## src/hdl/hioc_cfg.svh

```systemverilog
// Register map, field positions, reset values and timing counts
`ifndef HIOC_CFG_SVH
`define HIOC_CFG_SVH

// ----------------------------------------------------------------
// Register byte offsets
// ----------------------------------------------------------------
`define HIOC_OFS_IDENT    8'h50
`define HIOC_OFS_CFG      8'h54
`define HIOC_OFS_STS      8'h58
`define HIOC_OFS_EN       8'h5C
`define HIOC_OFS_BTEST    8'h64

// ----------------------------------------------------------------
// Fields and reset values
// ----------------------------------------------------------------
`define HIOC_HOLD_MSB     31
`define HIOC_HOLD_LSB     24
`define HIOC_RESTART_BIT  14
`define HIOC_ACTIVE_BIT   13
`define HIOC_MASTER_BIT   12
`define HIOC_EN_BIT       8
`define HIOC_POL_BIT      4
`define HIOC_TYPE_BIT     0
`define HIOC_PWR_EVT_BIT  17
`define HIOC_STS_MASK     32'h83BFE000
`define HIOC_RESET_WORD   32'h00000000
`define HIOC_BTEST_VALUE  32'h87654321

// ----------------------------------------------------------------
// Timing
// ----------------------------------------------------------------
`define HIOC_STEP_NS      10000
`define HIOC_CLK_NS       40
`define HIOC_STEP_CYCLES  ((`HIOC_STEP_NS + `HIOC_CLK_NS - 1) / `HIOC_CLK_NS)

`endif

```

## src/hdl/hioc_pkg.sv

```systemverilog
// Types shared by the interrupt output controller
package hioc_pkg;

  // Configuration held by the controller
  typedef struct packed {
    logic [7:0] holdoff_interval;
    logic       irq_en;
    logic       output_polarity;
    logic       push_pull;
  } hioc_cfg_type;

  // One captured host write
  typedef struct packed {
    logic [5:0]  addr;
    logic [31:0] data;
  } hioc_req_type;

  // Hold-off timer states
  typedef enum logic [0:0] {
    HIOC_IDLE = 1'b0,
    HIOC_RUN  = 1'b1
  } hioc_hold_state_type;

endpackage

```

## src/hdl/hioc_holdoff_timer.sv

```systemverilog
// Hold-off interval timer counted in fixed steps
`timescale 1ns/1ps
`include "hioc_cfg.svh"

module hioc_holdoff_timer #(
  parameter int STEP_CYCLES = `HIOC_STEP_CYCLES
) (
  input  wire logic       clk,
  input  wire logic       rst_n,
  input  wire logic       start,
  input  wire logic       cancel,
  input  wire logic [7:0] interval,
  output logic            active
);

  if (STEP_CYCLES < 1 || STEP_CYCLES > 65536) begin : g_bad_step
    $error("hioc_holdoff_timer: STEP_CYCLES out of range");
  end

  hioc_pkg::hioc_hold_state_type state_reg, state_next;
  logic [15:0]                   pre_reg, pre_next;
  logic [7:0]                    steps_reg, steps_next;
  logic [7:0]                    limit_reg, limit_next;
  logic [7:0]                    steps_inc;
  logic [23:0]                   elapsed_reg;

  // ----------------------------------------------------------------
  // Next state
  // ----------------------------------------------------------------
  always_comb begin
    state_next = state_reg;
    pre_next   = pre_reg;
    steps_next = steps_reg;
    limit_next = limit_reg;
    steps_inc  = steps_reg + 8'h01;
    if (cancel) begin
      state_next = hioc_pkg::HIOC_IDLE;
      pre_next   = 16'h0000;
      steps_next = 8'h00;
    end else if (start) begin
      state_next = (interval != 8'h00) ? hioc_pkg::HIOC_RUN : hioc_pkg::HIOC_IDLE;
      pre_next   = 16'h0000;
      steps_next = 8'h00;
      limit_next = interval;
    end else begin
      case (state_reg)
        hioc_pkg::HIOC_RUN: begin
          if (pre_reg == 16'(STEP_CYCLES - 1)) begin
            pre_next   = 16'h0000;
            steps_next = steps_inc;
            if (steps_inc == limit_reg) begin
              state_next = hioc_pkg::HIOC_IDLE;
            end
          end else begin
            pre_next = pre_reg + 16'h0001;
          end
        end
        hioc_pkg::HIOC_IDLE: begin
          pre_next = 16'h0000;
        end
        default: begin
          state_next = hioc_pkg::HIOC_IDLE;
        end
      endcase
    end
  end

  always_ff @(posedge clk or negedge rst_n) begin
    if (!rst_n) begin
      state_reg <= hioc_pkg::HIOC_IDLE;
      pre_reg   <= 16'h0000;
      steps_reg <= 8'h00;
      limit_reg <= 8'h00;
    end else begin
      state_reg <= state_next;
      pre_reg   <= pre_next;
      steps_reg <= steps_next;
      limit_reg <= limit_next;
    end
  end

  assign active = (state_reg == hioc_pkg::HIOC_RUN);

  // ----------------------------------------------------------------
  // Checks
  // ----------------------------------------------------------------
  always_ff @(posedge clk or negedge rst_n) begin
    if (!rst_n) begin
      elapsed_reg <= 24'h000000;
    end else if (start || cancel) begin
      elapsed_reg <= 24'h000000;
    end else if (active) begin
      elapsed_reg <= elapsed_reg + 24'h000001;
    end
  end
endmodule

```

## src/hdl/hioc_top.sv

```systemverilog
// Host interrupt output controller with hold-off and identity registers
`timescale 1ns/1ps
`include "hioc_cfg.svh"

// Function
// - 8-bit hold-off interval, 10 us steps
// - zero interval cancels and releases pending interrupts
// - new interval applies to later interrupts
// - power event bypasses hold-off
// - restart bit begins fresh interval
// - active bit withholds pin during interval
// - master bit shows any enabled source
// - disabled output keeps pin deasserted
// - polarity bit selects push-pull level
// - buffer bit selects open-drain or push-pull
// - identity register holds chip and revision
// - byte-order register returns fixed pattern
// - three interrupt registers, reset to zero
// - polarity and buffer bits survive soft reset
// - writing one acknowledges a status bit
module hioc_top #(
  parameter logic [15:0] CHIP_ID     = 16'h0A5A,
  parameter logic [15:0] CHIP_REV    = 16'h0001,
  parameter logic [31:0] STS_MASK    = `HIOC_STS_MASK,
  parameter int          STEP_CYCLES = `HIOC_STEP_CYCLES
) (
  input  wire logic        CLK,
  input  wire logic        RST_N,
  input  wire logic        SOFT_RESET,
  input  wire logic        CS_N,
  input  wire logic        RD_N,
  input  wire logic        WR_N,
  input  wire logic [5:0]  ADDR,
  input  wire logic [31:0] DATA_IN,
  output logic      [31:0] DATA_OUT,
  output logic             DATA_OE,
  input  wire logic [31:0] EVENT_IN,
  output logic             IRQ_OUT,
  output logic             IRQ_OE
);

  // CHIP_ID and CHIP_REV defaults are arbitrary values
  if (STEP_CYCLES < 1 || STEP_CYCLES > 65536) begin : g_bad_step
    $error("hioc_top: STEP_CYCLES out of range");
  end

  localparam logic [31:0] PWR_MASK = 32'h00000001 << `HIOC_PWR_EVT_BIT;

  function automatic logic hit(input logic [5:0] a, input logic [7:0] ofs);
    hit = (a == ofs[7:2]);
  endfunction

  // ----------------------------------------------------------------
  // Pin synchronisers
  // ----------------------------------------------------------------
  logic [2:0]             ctl_meta_reg, ctl_sync_reg;
  hioc_pkg::hioc_req_type bus_meta_reg, bus_sync_reg;

  always_ff @(posedge CLK or negedge RST_N) begin
    if (!RST_N) begin
      ctl_meta_reg <= 3'h7;
      ctl_sync_reg <= 3'h7;
      bus_meta_reg <= '0;
      bus_sync_reg <= '0;
    end else begin
      ctl_meta_reg <= {CS_N, RD_N, WR_N};
      ctl_sync_reg <= ctl_meta_reg;
      bus_meta_reg <= {ADDR, DATA_IN};
      bus_sync_reg <= bus_meta_reg;
    end
  end

  // ----------------------------------------------------------------
  // Strobe decode
  // ----------------------------------------------------------------
  logic                   rd_act, wr_act, wr_take;
  logic                   wr_prev_reg, wr_prev_next;
  hioc_pkg::hioc_req_type req_reg, req_next;

  assign rd_act = ~ctl_sync_reg[2] & ~ctl_sync_reg[1];
  assign wr_act = ~ctl_sync_reg[2] & ~ctl_sync_reg[0];
  assign wr_take = wr_prev_reg & ~wr_act;

  always_comb begin
    wr_prev_next = wr_act;
    req_next     = wr_act ? bus_sync_reg : req_reg;
  end

  always_ff @(posedge CLK or negedge RST_N) begin
    if (!RST_N) begin
      wr_prev_reg <= 1'b0;
      req_reg     <= '0;
    end else begin
      wr_prev_reg <= wr_prev_next;
      req_reg     <= req_next;
    end
  end

  // ----------------------------------------------------------------
  // Registers
  // ----------------------------------------------------------------
  hioc_pkg::hioc_cfg_type cfg_reg, cfg_next;
  logic [31:0]            sts_reg, sts_next;
  logic [31:0]            en_reg, en_next;
  logic                   restart_reg, restart_next;
  logic                   cancel_reg, cancel_next;
  logic                   wr_cfg, wr_sts, wr_en;
  logic [31:0]            events;

  assign wr_cfg = wr_take & hit(req_reg.addr, `HIOC_OFS_CFG);
  assign wr_sts = wr_take & hit(req_reg.addr, `HIOC_OFS_STS);
  assign wr_en  = wr_take & hit(req_reg.addr, `HIOC_OFS_EN);
  assign events = EVENT_IN & STS_MASK;

  always_comb begin
    cfg_next     = cfg_reg;
    en_next      = en_reg;
    restart_next = 1'b0;
    cancel_next  = 1'b0;
    sts_next = (sts_reg & ~((wr_sts ? req_reg.data : 32'h00000000) & STS_MASK)) | events;
    if (SOFT_RESET) begin
      // soft reset spares polarity and buffer type
      cfg_next.holdoff_interval = 8'h00;
      cfg_next.irq_en           = 1'b0;
      sts_next    = `HIOC_RESET_WORD;
      en_next     = `HIOC_RESET_WORD;
      cancel_next = 1'b1;
    end else begin
      if (wr_cfg) begin
        cfg_next.holdoff_interval = req_reg.data[`HIOC_HOLD_MSB:`HIOC_HOLD_LSB];
        cfg_next.irq_en           = req_reg.data[`HIOC_EN_BIT];
        cfg_next.output_polarity  = req_reg.data[`HIOC_POL_BIT];
        cfg_next.push_pull        = req_reg.data[`HIOC_TYPE_BIT];
        restart_next = req_reg.data[`HIOC_RESTART_BIT];
        cancel_next = (req_reg.data[`HIOC_HOLD_MSB:`HIOC_HOLD_LSB] == 8'h00);
      end
      if (wr_en) begin
        en_next = req_reg.data & STS_MASK;
      end
    end
  end

  always_ff @(posedge CLK or negedge RST_N) begin
    if (!RST_N) begin
      cfg_reg     <= '0;
      sts_reg     <= `HIOC_RESET_WORD;
      en_reg      <= `HIOC_RESET_WORD;
      restart_reg <= 1'b0;
      cancel_reg  <= 1'b0;
    end else begin
      cfg_reg     <= cfg_next;
      sts_reg     <= sts_next;
      en_reg      <= en_next;
      restart_reg <= restart_next;
      cancel_reg  <= cancel_next;
    end
  end

  // ----------------------------------------------------------------
  // Interrupt output path
  // ----------------------------------------------------------------
  logic master, other_hit, pwr_hit, assert_now, hold_active, hold_start;
  logic assert_reg, assert_next;
  logic irq_out_reg, irq_out_next;
  logic irq_oe_reg, irq_oe_next;

  assign master    = |(sts_reg & en_reg);
  assign other_hit = |(sts_reg & en_reg & ~PWR_MASK);
  assign pwr_hit   = |(sts_reg & en_reg & PWR_MASK);
  // enable gate, power event skips hold-off
  assign assert_now = cfg_reg.irq_en & ((other_hit & ~hold_active) | pwr_hit);
  assign hold_start = restart_reg | (assert_reg & ~assert_now & cfg_reg.irq_en);

  hioc_holdoff_timer #(
    .STEP_CYCLES (STEP_CYCLES)
  ) u_timer (
    .clk      (CLK),
    .rst_n    (RST_N),
    .start    (hold_start),
    .cancel   (cancel_reg),
    .interval (cfg_reg.holdoff_interval),
    .active   (hold_active)
  );

  always_comb begin
    assert_next = assert_now;
    if (cfg_reg.push_pull) begin
      irq_out_next = cfg_reg.output_polarity ? assert_now : ~assert_now;
      irq_oe_next  = 1'b1;
    end else begin
      irq_out_next = 1'b0;
      irq_oe_next  = assert_now;
    end
  end

  always_ff @(posedge CLK or negedge RST_N) begin
    if (!RST_N) begin
      assert_reg  <= 1'b0;
      irq_out_reg <= 1'b0;
      irq_oe_reg  <= 1'b0;
    end else begin
      assert_reg  <= assert_next;
      irq_out_reg <= irq_out_next;
      irq_oe_reg  <= irq_oe_next;
    end
  end

  assign IRQ_OUT = irq_out_reg;
  assign IRQ_OE  = irq_oe_reg;

  // ----------------------------------------------------------------
  // Read path
  // ----------------------------------------------------------------
  logic [31:0] rd_word, data_out_reg, data_out_next;
  logic        data_oe_reg, data_oe_next;

  always_comb begin
    rd_word = 32'h00000000;
    if (hit(bus_sync_reg.addr, `HIOC_OFS_IDENT)) begin
      rd_word = {CHIP_ID, CHIP_REV};
    end else if (hit(bus_sync_reg.addr, `HIOC_OFS_CFG)) begin
      rd_word[`HIOC_HOLD_MSB:`HIOC_HOLD_LSB] = cfg_reg.holdoff_interval;
      rd_word[`HIOC_ACTIVE_BIT] = hold_active;
      rd_word[`HIOC_MASTER_BIT] = master;
      rd_word[`HIOC_EN_BIT]     = cfg_reg.irq_en;
      rd_word[`HIOC_POL_BIT]    = cfg_reg.output_polarity;
      rd_word[`HIOC_TYPE_BIT]   = cfg_reg.push_pull;
    end else if (hit(bus_sync_reg.addr, `HIOC_OFS_STS)) begin
      rd_word = sts_reg;
    end else if (hit(bus_sync_reg.addr, `HIOC_OFS_EN)) begin
      rd_word = en_reg;
    end else if (hit(bus_sync_reg.addr, `HIOC_OFS_BTEST)) begin
      rd_word = `HIOC_BTEST_VALUE;
    end
    data_out_next = rd_act ? rd_word : 32'h00000000;
    data_oe_next  = rd_act;
  end

  always_ff @(posedge CLK or negedge RST_N) begin
    if (!RST_N) begin
      data_out_reg <= 32'h00000000;
      data_oe_reg  <= 1'b0;
    end else begin
      data_out_reg <= data_out_next;
      data_oe_reg  <= data_oe_next;
    end
  end

  assign DATA_OUT = data_out_reg;
  assign DATA_OE  = data_oe_reg;
endmodule

```

## config.mk

```make
export PLATFORM = sky130hd
export DESIGN_NAME = hioc_top
export DESIGN_NICKNAME = d
export VERILOG_FILES = /design/src/hdl/hioc_pkg.sv /design/src/hdl/hioc_holdoff_timer.sv /design/src/hdl/hioc_top.sv
export VERILOG_INCLUDE_DIRS = /design/src /design/src/hdl
export SDC_FILE = /design/constraint.sdc
export NUM_CORES = 1
export LEC_CHECK = 0
export CORE_MARGIN = 8
export CORE_UTILIZATION = 54
export CTS_BUF_LIST = sky130_fd_sc_hd__clkbuf_8
export DETAILED_ROUTE_END_ITERATION = 16
export DONT_BUFFER_PORTS = 1
export PLACE_DENSITY = 0.77
export REMOVE_ABC_BUFFERS = 1
export SYNTH_ARGS = -nofsm -noshare
export SYNTH_HDL_FRONTEND = slang
export SYNTH_SLANG_ARGS = --single-unit
export TNS_END_PERCENT = 50
```

## constraint.sdc

```tcl
create_clock -name CLK -period 3.2 [get_ports CLK]
set_input_delay 0.64 -clock CLK [delete_from_list [all_inputs] [get_ports CLK]]
set_output_delay 0.64 -clock CLK [all_outputs]
set_load 0.005 [all_outputs]
```

==> After elaboration in Yosys (flattened, before gate mapping) <==
Cells that the tools add are included.
W data, S select, Z words.
{ "word_totals": {"register_bits": 267, "inputBits": 76, "output_inout_bits": 35, "elab_cells": 114} }
{ "classes": {"add_sub_neg": 2, "eq_ne": 10, "mux": 41, "bitwise_logic": 24, "n_reduce_logical": 11} }
{ "ops": {"columns": ["operator", "n"], "rows": [
  ["$mux W32", 9],
  ["$and A32 B32 Y32", 2],
  ["$eq A6 B5 Y1 const B", 8],
  ["$mux W16", 3],
  ["$mux W8", 5],
  ["$not A32 Y32", 1],
  ["$or A32 B32 Y32", 1],
  ["$pmux W16 S2", 1],
  ["$reduce_or A32 Y1", 1],
  ["$reduce_or A31 Y1", 1],
  ["$add A16 B1 Y16 const B", 1],
  ["$eq A16 B8 Y1 const B", 1],
  ["$mux W1", 16],
  ["$mux W11", 1],
  ["$and A1 B1 Y1", 10],
  ["$mux W10", 1],
  ["$mux W3", 3],
  ["$mux W9", 1],
  ["$add A8 B1 Y8 const B", 1],
  ["$eq A8 B8 Y1", 1],
  ["$logic_not A8 Y1", 1],
  ["$not A1 Y1", 8],
  ["$reduce_bool A8 Y1", 1],
  ["$reduce_and A2 Y1", 3],
  ["other kinds (4)", 7]
]} }

==> Longest topological paths before layout <==
{ "depth": {"ltp_word": 11, "ltp_mapped": 8, "mapped_depth_nobuf": 7} }

==> Hierarchy <==
A second synthesis with hierarchy kept.
{ "hier_totals": {"hier_cells": 578, "hier_area_um2": 7395.8} }
{ "modules_own_cells": {"columns": ["module", "instances", "cells_per_inst", "area_per_inst_um2", "seq_area_each_um2"], "rows": [
  ["hioc_top", 1, 402, 5635.4, 3911.3],
  ["hioc_holdoff_timer", 1, 176, 1760.4, 825.8]
]} }

==> Worst setup path before layout <==
OpenSTA, ideal clock, no wires.
{ "synth_path": {"path_kind": "register to register", "from": "reg u_timer.pre_reg[13]", "to": "reg u_timer.steps_reg[6]", "setup_ns": 0.079, "arrival_ns": 1.895, "required_ns": 3.121, "setup_slack_ns": 1.225, "stages_incl_launch_ff": 6, "synth_period_minus_slack_ns": 1.975, "cell_sequence": "dfrtp_1 or4_4 nor4_4 nand2b_2 or3_1 a21oi_1"} }
{ "synth_via": {"elab_chain_cells": 3} }
{ "synth_lines": {"columns": ["element", "line_no", "rtl"], "rows": [
  ["start, declared", "hioc_holdoff_timer.sv:21", "logic [15:0] pre_reg, pre_next;"],
  ["start signal, assigned", "hioc_holdoff_timer.sv:76", "pre_reg <= pre_next;"],
  ["$eq A16 B8 Y1", "hioc_holdoff_timer.sv:48", "if (pre_reg == 16'(STEP_CYCLES - 1)) begin"],
  ["$reduce_bool A3 Y1 (no source line)", null, null],
  ["$reduce_and A2 Y1 (no source line)", null, null],
  ["end signal, assigned", "hioc_holdoff_timer.sv:77", "steps_reg <= steps_next;"],
  ["end, declared", "hioc_holdoff_timer.sv:22", "logic [7:0] steps_reg, steps_next;"]
]} }
Every way passes these cells.
A chain may end at the register's enable or synchronous reset.

==> Worst setup path after layout <==
{ "layout_path": {"from": "reg sts_reg[25]", "to": "reg u_timer.limit_reg[4]"} }
{ "layout_via": {"elab_chain_cells": 10} }
{ "layout_lines": {"columns": ["element", "line_no", "rtl"], "rows": [
  ["start, declared", "hioc_top.sv:103", "logic [31:0] sts_reg, sts_next;"],
  ["start signal, assigned", "hioc_top.sv:146", "sts_reg <= `HIOC_RESET_WORD;"],
  ["start signal, assigned", "hioc_top.sv:152", "sts_reg <= sts_next;"],
  ["$and A32 B32 Y32", null, null],
  ["$reduce_or A31 Y1", "hioc_top.sv:168", "assign other_hit = |(sts_reg & en_reg & ~PWR_MASK);"],
  ["$and A1 B1 Y1", "hioc_top.sv:171", "assign assert_now = cfg_reg.irq_en & ((other_hit & ~hold_active) | pwr_hit);"],
  ["$or A1 B1 Y1", "hioc_top.sv:171", null],
  ["$and A1 B1 Y1", "hioc_top.sv:171", null],
  ["$not A1 Y1", "hioc_top.sv:172", "assign hold_start = restart_reg | (assert_reg & ~assert_now & cfg_reg.irq_en);"],
  ["$and A1 B1 Y1 (2 in series)", "hioc_top.sv:172", null],
  ["$or A1 B1 Y1", "hioc_top.sv:172", null],
  ["$reduce_and A2 Y1 (no source line)", null, null],
  ["end signal, assigned", "hioc_holdoff_timer.sv:78", "limit_reg <= limit_next;"],
  ["end, declared", "hioc_holdoff_timer.sv:23", "logic [7:0] limit_reg, limit_next;"]
]} }
Every way passes these cells.

==> results.md <==
- WP buf/inv: 0
- GRT Util Overall: 0.168
- Final ANT Viol Nets: 0
- Initial DRC Count: 322
- Crit path launch type: register
- RSZ-0062 raised after global routing: no
- Layout fillers: approximately 1100
- Critical Path Fanout Max: 8
- I/O pins: approximately 110
- Drc violations: 0
- Die width: 130 um
- Synth cell types: 54
- Internal power: roughly 3.5 mW
- Cell taking the most area after synthesis: dfrtp_1
- Worst flop-to-flop path startpoint: sts_reg[25]
- Worst VDD drop: around 0.40 mV
- NumNets Final: roughly 630
- Switching part of the total: 0.218
- R2R cell count: 6
- Reg2Reg Capture Point: u_timer.limit_reg[4]
- Metal-1 WL: 5.63 mm
- Number of synthesized flops with an enable pin: 0
- Vias in the first global route: around 4300
- PortBufs: 0
- Fin. Hold Viols: around 180
- Syn-to-layout area delta: 8.56%
- Htree depth: 4
- Num rows: 42
- Routed len/inst: 17.6 um
- Largest net degree at the start of global routing: 190
- Sw Pwr: a little under 1 mW
- Yosys warnings: 0
- Setup crit end kind: register
- Dpl hpwl: roughly 8.6 mm
- Sequential Area: 4740 um2
- CTS max path bufs: 2
- Clk slew on worst S/H paths: 0.10 ns
- Failing checks: hold timing
- Fmax: approximately 450 MHz
- Crit path cell chain: a222oi_1 -> nand3_1 -> a2bb2oi_1 -> o21ba_2 -> nor2_2 -> mux2_2
- Global-route wire length before repair: ~22 mm
- Flop pwr share: 0.582
- Met2 WL: roughly 6.5 mm
- Clk_lat worst skew: 0.47 ns
- Syn Area/Cell: ~13 um2
- Die area: between 15000 and 20000 um2
- Top delay family on crit path: compound AO/OA/AOI/OAI gates
- Fin area: ~7700 um2
- Highest metal used: met4
- Post-Syn Instances: 551
- Multi-input logic area: between 2000 and 2500 um2
- DP Area: around 7200 um2
- R2r setup slk: slightly below 1 ns
- Worst slew pin tran: ~0.75 ns
- Hold slack: -0.133 ns
- Headroom to the max-slew limit: 0.494
- CTS tree: yes
- Ys async rst share: 1.00
- Core ar.: 13000 um2
- Most common cell after layout, fill and taps aside: dfrtp_1
- Logic pwr share: 0.025
- PwrDens: 576 nW/um2
- ANT cells: 0
- Total CTS buffers: 17
- Metal3 WL: 729 um
- #FFs+latches synth: about 190
- Most used flip-flop cell after synthesis: dfrtp_1
- Synth top area cells: dfrtp_1 (65%), mux2_2 (5.9%), nor2_1 (4.0%)
- Max-slew violations: 0
- WL final: 13.1 mm
- WP data arrival: about 2.6 ns
- Share of layout cells above drive strength 1: 0.157
- Via density: between 5 and 6
- Initial antenna violation count: 0
- Detailed Routing Iterations Pass 1: 4
- Post-route minimum period: approximately 2.2 ns
- Class of the worst hold path: input pin to async pin
- Worst path max stage delay: around 0.4 ns
- Setup-failing EPs final: 0
- Die Ht: between 100 and 150 um
- Vias: 4050
- Top-area cell type share of the netlist area: 0.648
- Commonest non-fill, non-tap cells in the layout: dfrtp_1 (183), nor2_1 (74), nand2_1 (37), mux2_2 (37), mux2i_1 (23)
- Worst path required time: 3.55 ns
- Status: finished, violations left
- Seq/Total Area, Yosys: 0.670
- Crit-path slowest cell: dfrtp_1
- Max-Cap Viols: 0
- Starting Density: 0.543
- Grt ovf: 0
- # Post-CTS Setup Buffers: 0
- Critical path class: register to register
- Clock skew: between 0.01 and 0.015 ns
- Pleak: 3.46 nW
- Sink Count: between 150 and 200
- Fin crit share: 0.692
- Cell Area, Synth: 7070 um2
- Final TNS setup: 0 ns
- Clk pwr share: 0.393
- Clock root buffer: clkbuf_8
- CTS resizes: 0
- RD Place Congestion: 0.865
==> logic make-up after synthesis <==
kind of cell / share of synthesized area
buf+inv: 0.0198
xor+xnor: 0.0384
fa+ha+maj: 0.00531
mux: 0.0915
flops: 0.670
simple gates: 0.119
compound gates: 0.0559
other cells: 0.000530
==> power groups by stage <==
stage          sequential (mW)  clock (mW)  combinational, mW
3_5_place_dp              2.62           0              0.111
4_1_cts                   2.57        1.79              0.111
6_report                  2.57        1.73              0.110
2_1_floorplan             2.59           0             0.0930
3_3_place_gp              2.62           0              0.105
5_1_grt                   2.59        1.87              0.121
==> stage by stage <==
| stage | worst slack (ns) | utilization | total power [mW] | cells |
|---|---|---|---|---|
| 3_5_place_dp | 1.01 | 0.554 | 2.73 | 710 |
| 6_report | 0.986 | 0.589 | 4.42 | 742 |
| 4_1_cts | 0.987 | 0.589 | 4.47 | 742 |
| 2_1_floorplan | 0.494 | - | 2.69 | 530 |
| 3_3_place_gp | 1.07 | 0.554 | 2.72 | 710 |
| 5_1_grt | 0.827 | 0.589 | 4.58 | 742 |
==> worst max path at each step <==
stage	start	cells past startpoint	slack (ns)	end
floorplan	ctl_sync_reg[2]	5	0.49	en_reg[13]
global placement	u_timer.pre_reg[13]	5	1.07	u_timer.steps_reg[6]
detailed placement	u_timer.pre_reg[13]	5	1.01	u_timer.steps_reg[6]
CTS	u_timer.pre_reg[13]	5	0.99	u_timer.steps_reg[6]
global route	sts_reg[25]	6	0.83	u_timer.limit_reg[4]
finish	sts_reg[25]	6	0.99	u_timer.limit_reg[4]
==> worst reg2reg max path, cell delays in order, from the launching register on <==
cell and delay (ns):
dfrtp_1 0.41, a222oi_1 0.39, nand3_1 0.17, a2bb2oi_1 0.20, o21ba_2 0.24, nor2_2 0.31, mux2_2 0.39
==> synthesized netlist by cell type (2+ instances only) <==
| master | number |
|---|---|
| dfrtp_1 | 183 |
| nor2_1 | 75 |
| mux2_2 | 37 |
| nand2_1 | 37 |
| mux2i_1 | 23 |
| nand3_1 | 22 |
| a21oi_1 | 19 |
| xor2_1 | 19 |
| xnor2_1 | 12 |
| clkbuf_1 | 11 |
| o21ai_0 | 10 |
| inv_1 | 9 |
| a22oi_1 | 8 |
| buf_4 | 7 |
| a221oi_1 | 6 |
| and2_1 | 6 |
| dfstp_2 | 6 |
| nor3_1 | 6 |
| nor4_1 | 6 |
| and3_1 | 4 |
| nand2b_1 | 4 |
| ha_1 | 3 |
| nor3b_1 | 3 |
| buf_1 | 2 |
| nor2_2 | 2 |
| o21ai_1 | 2 |
| o31ai_1 | 2 |
==> metal layers <==
| metal | track usage | up-vias |
|---|---|---|
| li1 | - | 1885 |
| met1 | 0.207 | 2062 |
| met2 | 0.275 | 86 |
| met3 | 0.0536 | 17 |
| met4 | 0.0648 | 0 |
| met5 | 0 | - |
==> final cells by class <==
| type | instances | share of cell area |
|---|---|---|
| Tap cell | 176 | 0.0287 |
| Multi-Input combinational cell | 332 | 0.286 |
| Inverter | 9 | 0.00440 |
| Sequential cell | 189 | 0.617 |
| Timing Repair Buffer | 4 | 0.00391 |
| Clock inverter | 14 | 0.0275 |
| Clock buffer | 18 | 0.0323 |
Power figures use the tool's default switching activity.
